<file path="config.mk">
export PLATFORM = sky130hd
export DESIGN_NAME = mss_sequencer
export DESIGN_NICKNAME = d
export VERILOG_FILES = /design/src/inc/mss_pkg.sv /design/src/inc/mss_timing_if.sv /design/src/rtl/mss_phase_gen.sv /design/src/rtl/mss_sequencer.sv
export VERILOG_INCLUDE_DIRS = /design/src /design/src/inc
export SDC_FILE = /design/constraint.sdc
export NUM_CORES = 1
export LEC_CHECK = 0
export ABC_CLOCK_PERIOD_IN_PS = 3600
export BUFFER_PORTS_ARGS = -buffer_cell sky130_fd_sc_hd__buf_2
export CAP_MARGIN = 20
export CORE_MARGIN = 1.5
export CORE_UTILIZATION = 49
export CTS_BUF_LIST = sky130_fd_sc_hd__clkbuf_16
export DETAILED_ROUTE_END_ITERATION = 16
export PLACE_DENSITY = 0.83
export SYNTH_ARGS = -nofsm -noshare
export SYNTH_HDL_FRONTEND = slang
export SYNTH_SLANG_ARGS = --single-unit
</file>
<file path="constraint.sdc">
create_clock -name sys_clk_in -period 3.6 [get_ports sys_clk_in]
set_input_delay 0.36 -clock sys_clk_in [delete_from_list [all_inputs] [get_ports sys_clk_in]]
set_output_delay 0.36 -clock sys_clk_in [all_outputs]
set_load 0.01 [all_outputs]
</file>
<file path="src/inc/mss_defines.svh">
// Purpose: Numeric constants of the microword sequencer and its microcycle timing.
// Assumes: A 200 MHz system clock.
// Notes:   Definitions only; included by the package, the far-side model, the phase generator and the sequencer.
`ifndef MSS_DEFINES_SVH
`define MSS_DEFINES_SVH

// Clock and microcycle timing.
`define MSS_CLK_PERIOD_PS   5000
`define MSS_UCYCLE_NS       170
`define MSS_UCYCLE_CLKS     ((`MSS_UCYCLE_NS * 1000) / `MSS_CLK_PERIOD_PS)

// Phase pulse windows, in clock counts within one microcycle.
`define MSS_P1_START        4
`define MSS_P1_END          7
`define MSS_P2_START        12
`define MSS_P2_END          15
`define MSS_P3_START        20
`define MSS_P3_END          23
`define MSS_UP3_START       28
`define MSS_CNT_W           6

// Control store geometry.
`define MSS_UWORD_W         48
`define MSS_UWORD_EXT_W     56
`define MSS_UADDR_W         10
`define MSS_CS_DEPTH        1024

// Microword field positions.
`define MSS_F_ALU_HI        47
`define MSS_F_ALU_LO        44
`define MSS_F_LIT_HI        47
`define MSS_F_LIT_LO        40
`define MSS_F_LIT_EN        39
`define MSS_F_ASRC_HI       38
`define MSS_F_ASRC_LO       34
`define MSS_F_FETCH         33
`define MSS_F_WHEN          29
`define MSS_F_CLKD          28
`define MSS_F_BSRC_HI       27
`define MSS_F_BSRC_LO       23
`define MSS_F_DST_HI        22
`define MSS_F_DST_LO        18
`define MSS_F_STEER         17
`define MSS_F_PAIR_HI       16
`define MSS_F_PAIR_LO       15
`define MSS_F_COND_HI       14
`define MSS_F_COND_LO       12
`define MSS_F_SEQ_HI        11
`define MSS_F_SEQ_LO        10
`define MSS_F_NEXT_HI       9
`define MSS_F_NEXT_LO       0

// Fixed microcode entry points.
`define MSS_RESET_UADDR     10'h000
`define MSS_SERVICE_UADDR   10'h010
`define MSS_USER_DISPATCH   10'h3C0
`define MSS_DECODE_BASE     3'h1

// Macro-level decode and program counter step.
`define MSS_USER_OPC_HI     15
`define MSS_USER_OPC_LO     6
`define MSS_USER_OPC        10'h1F7
`define MSS_OPC_MAP_HI      15
`define MSS_OPC_MAP_LO      9
`define MSS_PC_STEP         16'h0002
`define MSS_PC_RESET        16'h0000

`endif

</file>
<file path="src/inc/mss_pkg.sv">
// Purpose: Types shared by the microword sequencer modules.
// Assumes: mss_defines.svh supplies the widths; the enum encodings are written here.
// Notes:   Holds types only.
`default_nettype none
`include "mss_defines.svh"
package mss_pkg;
  typedef logic [`MSS_UADDR_W-1:0] mss_uaddr_t;
  typedef logic [`MSS_UWORD_W-1:0] mss_uword_t;

  // Successor selection kinds.
  typedef enum logic [1:0] {
    MSS_SEQ_NEXT     = 2'b00,
    MSS_SEQ_DECODE   = 2'b01,
    MSS_SEQ_SERVICE  = 2'b10,
    MSS_SEQ_RSVD     = 2'b11
  } mss_seq_op_e;

  // Branch conditions; a true test sets bit 0 of the successor address.
  typedef enum logic [2:0] {
    MSS_COND_NONE    = 3'b000,
    MSS_COND_CARRY   = 3'b001,
    MSS_COND_ZERO    = 3'b010,
    MSS_COND_SERVICE = 3'b011,
    MSS_COND_NCARRY  = 3'b100,
    MSS_COND_NZERO   = 3'b101,
    MSS_COND_R6      = 3'b110,
    MSS_COND_R7      = 3'b111
  } mss_cond_e;
endpackage
`default_nettype wire

</file>
<file path="src/inc/mss_timing_if.sv">
// Purpose: Carries the microcycle phase pulses from the phase generator.
// Assumes: Single clock domain.
// Notes:   Every signal is a one-clock-wide or multi-clock level from flops.
`timescale 1ns/1ps
`default_nettype none
interface mss_timing_if;
  logic p1;
  logic p2;
  logic p3;
  logic up3;
  logic p3_begin;
  logic changeover;

  modport gen (output p1, p2, p3, up3, p3_begin, changeover);
  modport use_side (input p1, p2, p3, up3, p3_begin, changeover);
endinterface
`default_nettype wire

</file>
<file path="src/rtl/mss_phase_gen.sv">
// Purpose: Microcycle counter and the four phase pulses.
// Assumes: reset_n_in is synchronous and active low.
// Notes:   The last count of the cycle is the trailing edge of the micro-phase-three pulse.
`timescale 1ns/1ps
`default_nettype none
`include "mss_defines.svh"
module mss_phase_gen
  import mss_pkg::*;
#(
  parameter int UCYCLE_CLKS = `MSS_UCYCLE_CLKS
) (
  // Clock and reset.
  input  wire logic sys_clk_in,
  input  wire logic reset_n_in,
  // Phase pulses.
  mss_timing_if.gen tmg
);
  localparam logic [`MSS_CNT_W-1:0] LAST_CNT = `MSS_CNT_W'(UCYCLE_CLKS - 1);

  initial begin
    if (UCYCLE_CLKS <= `MSS_UP3_START + 1 || UCYCLE_CLKS > (1 << `MSS_CNT_W)) begin
      $error("mss_phase_gen: UCYCLE_CLKS out of range");
    end
  end

  logic [`MSS_CNT_W-1:0] cnt_r;
  logic [`MSS_CNT_W-1:0] cnt_nxt;
  wire                   wrap = (cnt_nxt == '0);

  assign cnt_nxt = (cnt_r == LAST_CNT) ? '0 : cnt_r + `MSS_CNT_W'(1);

  // [RULE9] four pulses per cycle
  always_ff @(posedge sys_clk_in) begin
    if (!reset_n_in) begin
      cnt_r          <= '0;
      tmg.p1         <= 1'b0;
      tmg.p2         <= 1'b0;
      tmg.p3         <= 1'b0;
      tmg.up3        <= 1'b0;
      tmg.p3_begin   <= 1'b0;
      tmg.changeover <= 1'b0;
    end else begin
      cnt_r          <= cnt_nxt;
      tmg.p1         <= (cnt_nxt >= `MSS_P1_START) && (cnt_nxt <= `MSS_P1_END);
      tmg.p2         <= (cnt_nxt >= `MSS_P2_START) && (cnt_nxt <= `MSS_P2_END);
      tmg.p3         <= (cnt_nxt >= `MSS_P3_START) && (cnt_nxt <= `MSS_P3_END);
      tmg.up3        <= (cnt_nxt >= `MSS_UP3_START);
      tmg.p3_begin   <= (cnt_nxt == `MSS_P3_START);
      // [RULE10] cycle ends at trailing edge
      tmg.changeover <= (cnt_nxt == LAST_CNT) && !wrap;
    end
  end
endmodule
`default_nettype wire

</file>
<file path="src/rtl/mss_sequencer.sv">
// Purpose: Microprogram sequencer and macro-level fetch, decode and service loop.
// Assumes: Control store and memory answer combinationally within a phase.
// Notes:   No microprogram counter; each successor comes from the microword, the instruction register or the fixed service address.
// Summary of operation
// [RULE1] Microword is 48 bits, one microinstruction.
// [RULE2] Only the common 48 bits are used.
// [RULE3] Next address from field, no counter.
// [RULE4] Branch test modifies next fetched address.
// [RULE5] Word names two sources, result, successor.
// [RULE6] Steer bit picks scratchpad or register clocks.
// [RULE7] Literal shares bits with ALU function.
// [RULE8] New microword governs whole cycle.
// [RULE9] 170 ns cycle with four pulses.
// [RULE10] Cycle bounded by micro-phase-three trailing edges.
// [RULE11] Phases sequence transfers; ALU result at P2.
// [RULE12] Fetch loads instruction, program counter plus two.
// [RULE13] Decode dispatches to routine entry point.
// [RULE14] Service test after instruction, else fetch.
// [RULE15] User opcode range goes to user dispatch.
// [RULE16] Writable store holds 1024 words.
// [RULE17] Address and word registered at changeover.
// [RULE18] Reset starts at fetch routine address.
`timescale 1ns/1ps
`default_nettype none
`include "mss_defines.svh"
module mss_sequencer
  import mss_pkg::*;
#(
  parameter int UCYCLE_CLKS = `MSS_UCYCLE_CLKS,
  parameter int CS_WIDTH    = `MSS_UWORD_EXT_W,
  parameter int CS_DEPTH    = `MSS_CS_DEPTH
) (
  // Clock and reset.
  input  wire logic                    sys_clk_in,
  input  wire logic                    reset_n_in,
  // Control store.
  output logic [`MSS_UADDR_W-1:0]      cs_addr_out,
  input  wire logic [CS_WIDTH-1:0]     cs_word_in,
  // Main memory fetch.
  output logic                         mem_rd_out,
  output logic [15:0]                  mem_addr_out,
  input  wire logic [15:0]             mem_data_in,
  // Conditions.
  input  wire logic                    service_req_in,
  input  wire logic                    dp_carry_in,
  input  wire logic                    dp_zero_in,
  // Timing pulses.
  output logic                         phase_one_pulse_out,
  output logic                         phase_two_pulse_out,
  output logic                         phase_three_pulse_out,
  output logic                         micro_phase_three_pulse_out,
  // Datapath controls.
  output logic [3:0]                   alu_fn_out,
  output logic [7:0]                   literal_out,
  output logic                         literal_en_out,
  output logic [4:0]                   a_sel_out,
  output logic [4:0]                   b_sel_out,
  output logic [4:0]                   dst_sel_out,
  output logic                         d_load_out,
  output logic [1:0]                   sp_write_out,
  output logic [1:0]                   reg_clk_out,
  // Status.
  output logic [15:0]                  instruction_holding_register_out,
  output logic [15:0]                  pc_out,
  output logic [`MSS_UADDR_W-1:0]      uaddr_out
);
  initial begin
    // [RULE2] common bits only
    if (CS_WIDTH < `MSS_UWORD_W) begin
      $error("mss_sequencer: CS_WIDTH narrower than microword");
    end
    // [RULE16] store depth
    if (CS_DEPTH != (1 << `MSS_UADDR_W)) begin
      $error("mss_sequencer: CS_DEPTH must match address width");
    end
  end

  mss_timing_if tmg ();

  mss_phase_gen #(
    .UCYCLE_CLKS (UCYCLE_CLKS)
  ) u_phase (
    .sys_clk_in (sys_clk_in),
    .reset_n_in (reset_n_in),
    .tmg        (tmg)
  );

  mss_uword_t uword_r;
  mss_uaddr_t uaddr_r;
  mss_uaddr_t cs_addr_r;
  logic [15:0] ir_r;
  logic [15:0] pc_r;

  // [RULE1] one 48-bit microinstruction
  wire mss_uword_t  fetched_word = cs_word_in[`MSS_UWORD_W-1:0];

  // Field decode of the microword in control.
  wire logic [3:0]  f_alu    = uword_r[`MSS_F_ALU_HI:`MSS_F_ALU_LO];
  // [RULE7] literal overlays ALU field
  wire logic [7:0]  f_lit    = uword_r[`MSS_F_LIT_HI:`MSS_F_LIT_LO];
  wire logic        f_lit_en = uword_r[`MSS_F_LIT_EN];
  wire logic        f_fetch  = uword_r[`MSS_F_FETCH];
  wire logic        f_when   = uword_r[`MSS_F_WHEN];
  wire logic        f_clkd   = uword_r[`MSS_F_CLKD];
  wire logic        f_steer  = uword_r[`MSS_F_STEER];
  wire logic [1:0]  f_pair   = uword_r[`MSS_F_PAIR_HI:`MSS_F_PAIR_LO];
  wire mss_cond_e   f_cond   = mss_cond_e'(uword_r[`MSS_F_COND_HI:`MSS_F_COND_LO]);
  wire mss_seq_op_e f_seq    = mss_seq_op_e'(uword_r[`MSS_F_SEQ_HI:`MSS_F_SEQ_LO]);
  wire mss_uaddr_t  f_next   = uword_r[`MSS_F_NEXT_HI:`MSS_F_NEXT_LO];

  // [RULE4] branch condition evaluation
  logic cond_true;
  always_comb begin
    unique case (f_cond)
      MSS_COND_NONE:    cond_true = 1'b0;
      MSS_COND_CARRY:   cond_true = dp_carry_in;
      MSS_COND_ZERO:    cond_true = dp_zero_in;
      MSS_COND_SERVICE: cond_true = service_req_in;
      MSS_COND_NCARRY:  cond_true = !dp_carry_in;
      MSS_COND_NZERO:   cond_true = !dp_zero_in;
      MSS_COND_R6:      cond_true = 1'b0;
      MSS_COND_R7:      cond_true = 1'b0;
    endcase
  end

  // [RULE3] successor from next-address field
  wire mss_uaddr_t branch_addr = {f_next[`MSS_UADDR_W-1:1], f_next[0] | cond_true};

  // [RULE15] user opcode range
  wire logic user_extension_opcode =
    (ir_r[`MSS_USER_OPC_HI:`MSS_USER_OPC_LO] == `MSS_USER_OPC);
  // [RULE13] decode entry point
  wire mss_uaddr_t decode_addr = user_extension_opcode ? `MSS_USER_DISPATCH :
    {`MSS_DECODE_BASE, ir_r[`MSS_OPC_MAP_HI:`MSS_OPC_MAP_LO]};
  // [RULE14] service test or next fetch
  wire mss_uaddr_t service_addr = service_req_in ? `MSS_SERVICE_UADDR : f_next;

  logic [`MSS_UADDR_W-1:0] next_addr;
  always_comb begin
    unique case (f_seq)
      MSS_SEQ_NEXT:    next_addr = branch_addr;
      MSS_SEQ_DECODE:  next_addr = decode_addr;
      MSS_SEQ_SERVICE: next_addr = service_addr;
      MSS_SEQ_RSVD:    next_addr = branch_addr;
    endcase
  end

  // Successor is chosen at the start of P3 so the store has settled before changeover.
  always_ff @(posedge sys_clk_in) begin
    if (!reset_n_in) begin
      // [RULE18] fixed reset address
      cs_addr_r <= `MSS_RESET_UADDR;
    end else if (tmg.p3_begin) begin
      cs_addr_r <= next_addr;
    end
  end

  // [RULE17] capture at changeover
  always_ff @(posedge sys_clk_in) begin
    if (!reset_n_in) begin
      uword_r <= '0;
      uaddr_r <= `MSS_RESET_UADDR;
    end else if (tmg.changeover) begin
      // [RULE8] new word takes control
      uword_r <= fetched_word;
      uaddr_r <= cs_addr_r;
    end
  end

  // [RULE12] instruction fetch, advance by two
  always_ff @(posedge sys_clk_in) begin
    if (!reset_n_in) begin
      ir_r <= '0;
      pc_r <= `MSS_PC_RESET;
    end else if (f_fetch && tmg.p3_begin) begin
      ir_r <= mem_data_in;
      pc_r <= pc_r + `MSS_PC_STEP;
    end
  end

  // [RULE11] phase-timed transfers
  wire logic d_clk_phase = f_when ? tmg.p3 : tmg.p2;
  // [RULE6] steering of the bit pair
  wire logic [1:0] pair_sp  = f_steer ? 2'b00 : f_pair;
  wire logic [1:0] pair_reg = f_steer ? f_pair : 2'b00;

  // [RULE5] explicit operand and result fields
  assign a_sel_out   = uword_r[`MSS_F_ASRC_HI:`MSS_F_ASRC_LO];
  assign b_sel_out   = uword_r[`MSS_F_BSRC_HI:`MSS_F_BSRC_LO];
  assign dst_sel_out = uword_r[`MSS_F_DST_HI:`MSS_F_DST_LO];

  assign alu_fn_out     = f_alu;
  assign literal_out    = f_lit;
  assign literal_en_out = f_lit_en;
  assign d_load_out     = f_clkd & d_clk_phase;
  assign sp_write_out   = pair_sp & {2{tmg.p3}};
  assign reg_clk_out    = pair_reg & {2{tmg.p3}};

  // Memory address is the program counter, which steps just after P3 begin in a fetch word; data is taken at P3 begin.
  assign mem_rd_out   = f_fetch;
  assign mem_addr_out = pc_r;
  assign cs_addr_out  = cs_addr_r;

  assign phase_one_pulse_out         = tmg.p1;
  assign phase_two_pulse_out         = tmg.p2;
  assign phase_three_pulse_out       = tmg.p3;
  assign micro_phase_three_pulse_out = tmg.up3;

  assign instruction_holding_register_out = ir_r;
  assign pc_out                           = pc_r;
  assign uaddr_out                        = uaddr_r;
endmodule
`default_nettype wire
</file>
==> impl_metrics.py <==
metrics = {
    "synthesis": {
        "synth-seq-area-share": 0.4491,
        "synthArstFlopShare": 0,
        "synthDominantCellAreaShare": 0.4491,
        "synth-edff-count": 0,
        "ys_ff_latch": 108,
        "ys_types": 39,
        "syn-mean-instance-area_um2": 9.349,
        "yosysTopAreaCell": "dfxtp_1",
        "netlist_instances": 515,
        "ys.flop_type": "dfxtp_1",
        "syn-cell-area_um2": 4815,
        "yosysWarnings": 0,
        "synth_area_leaders": "dfxtp_1 (45%), mux2i_1 (12%), nor2b_1 (7.5%)",
    },
    "clock_tree": {
        "numCtsBuffers": 9,
        "cts_buffer_depth": 2,
        "clk_pin_slew_ns": 0.07,
        "clk_latency_ns": 0.34,
        "cts_root_buffer": "clkbuf_16",
        "cts_tree": "yes",
        "post_cts_resized": 0,
        "hold_buffers": 0,
        "cts_setup_buffers": 0,
        "h-tree-depth": 3,
        "cts_sinks": 108,
    },
    "setup_path": {
        "cp-end-kind": "flop",
        "cp.arrival_ns": 2.24,
        "r2r_slack_ns": 1.59,
        "critPathLaunchType": "flop",
        "cp.required_ns": 3.84,
        "crit_type": "reg2reg",
        "crit_fanout": 24,
    },
    "floorplanning": {
        "rows": 35,
        "core_um2": 9371,
        "die_h_um": 102.1,
        "die_width_um": 102.1,
        "start_util": 0.5138,
        "dieArea_um2": 10430,
        "ioPinCount": 183,
    },
    "placed_design": {
        "dp_cells": 744,
        "gp_congestion": 0.8799,
        "port_buffers": 169,
        "dpl.hpwl_mm": 7.079,
    },
    "routing": {
        "viasPerCell": 4.917,
        "wl_met1_mm": 4.389,
        "top_layer": "met4",
        "routedWlPerCell_um": 12.87,
        "antenna_left": 0,
        "drcViolationCount": 0,
        "drt-total-wl_mm": 9.779,
        "first_pass_iters": 4,
        "vias": 3737,
        "drt_iter0_drc": 110,
        "wl_met2_mm": 4.628,
        "met3_length_um": 605,
    },
    "layout": {
        "synthToLayoutAreaGrowth_pct": 18.06,
        "multiInputGateArea_um2": 2175,
        "regArea_um2": 2166,
        "diodes": 0,
        "instances_no_fill": 760,
        "n_fill_cell": 825,
        "layout_commonest_cell": "buf_2",
        "layout_common_cells": "buf_2 (169), dfxtp_1 (107), mux2i_1 (58), nor2b_1 (58), nand2_1 (57)",
        "layout.nets": 709,
        "drive_gt1_frac": 0.3043,
    },
    "global_routing": {
        "antenna_found_initial": 0,
        "grt_max_degree": 58,
        "grt.overflow.total": 0,
        "grt_pass1_vias": 3505,
        "grt_usage": 0.1882,
        "grt_pass1_wl_mm": 15.80,
    },
    "sta": {
        "slew_headroom": 0.3923,
        "tns_ns": 0,
        "drv_slew": 0,
        "tightestPinTransition_ns": 0.9116,
        "finalHoldViolCount": 0,
        "rsz0062_at_grt": "no",
        "post-route-period-util": 0.5572,
        "fmax_ghz": 0.4985,
        "min_period_ns": 2.006,
        "fin_skew_ns": 0.01060,
        "setup_viol": 0,
    },
    "pwr": {
        "power_per_cell_area_nw_per_um2": 389.1,
        "p_leak_nw": 2.419,
        "ir_worst_vdd_mv": 0.2046,
    },
    "min_path": {
        "min_path_type": "in2reg",
    },
    "job": {
        "cap_violations": 0,
    },
    "outcome": {
        "status": "complete, no violations",
    },
}
-- cells by family (layout without fill, tap and decap cells) --
group	Yosys count	in the layout	synth area share
fa+ha+maj	6	6	0.01559
flops	108	108	0.4491
xor+xnor	15	15	0.02729
other cells	1	2	0.0007789
simple gates	189	189	0.2105
buf+inv	82	197	0.1001
compound gates	55	55	0.07381
mux	59	59	0.1229
-- Yosys cell counts (2+ instances only) --
cell type	number
dfxtp_1	108
mux2i_1	58
nor2b_1	58
nand2_1	57
buf_4	44
clkbuf_1	19
o21ai_0	18
a21boi_0	17
and2_1	15
nand3_1	14
inv_1	11
a31oi_1	8
nor2_1	8
xor2_1	8
buf_2	7
nand2b_1	7
nand4_1	7
xnor2_1	7
a21oi_1	6
ha_1	6
nor3_1	6
and3_1	5
nor4_1	4
or2_2	2
-- layout make-up --
cell class	instances	share of cell area
tap	129	0.02840
multi-input combinational	326	0.3826
clock buffer	9	0.03962
inverter	11	0.007264
timing repair buffer	170	0.1501
clock inverter	7	0.01101
sequential	108	0.3810
-- stage by stage --
stage | total power [W] | hold slack (ns) | util | area (um^2) | worst slack (ns)
after floorplan | 0.001267 | 0.4499 | - | 4818 | 2.017
after CTS | 0.002237 | 0.2570 | 0.6065 | 5684 | 1.593
after global routing | 0.002296 | 0.2667 | 0.6065 | 5684 | 1.393
final | 0.002212 | 0.2632 | 0.6065 | 5684 | 1.594
after global placement | 0.001305 | 0.4493 | 0.5758 | 5396 | 1.617
after detailed placement | 0.001309 | 0.4604 | 0.5758 | 5396 | 1.609
-- worst max-delay path, cell delays in order (launching register included) --
cell,delay [ns]
dfxtp_1,0.80
and2_1,0.62
nand4_1,0.18
xnor2_1,0.15
and2_1,0.15
-- power breakdown --
group	internal, W	switching, W
clock network	0.000482	0.000450
logic	0.0000457	0.0000347
registers	0.00120	0.00000343
-- sequential cells by signal, indices dropped and copies added (netlist names) --
name,cells
cs_addr_out,10
u_phase.tmg.p3,1
u_phase.tmg.p2,1
u_phase.tmg.p1,1
mem_addr_out,15
uword_r,45
u_phase.tmg.changeover,1
instruction_holding_register_out,16
u_phase.cnt_r,6
u_phase.tmg.p3_begin,1
u_phase.tmg.up3,1
uaddr_out,10
-- layer usage --
layer | track usage | vias to the layer above
li1 | - | 1894
met1 | 0.2244 | 1706
met2 | 0.3301 | 124
met3 | 0.04378 | 13
met4 | 0.06955 | 0
met5 | 0 | -
-- worst paths after layout --
kind / start / cells past startpoint / endpoint
max: u_phase.tmg.p3_begin / 4 / mem_addr_out[4]
max reg2reg: u_phase.tmg.p3_begin / 4 / mem_addr_out[4]
min: mem_data_in[0] / 3 / instruction_holding_register_out[0]
min reg2reg: instruction_holding_register_out[2] / 2 / instruction_holding_register_out[2]
No activity file was read; power rests on OpenSTA's default activity.
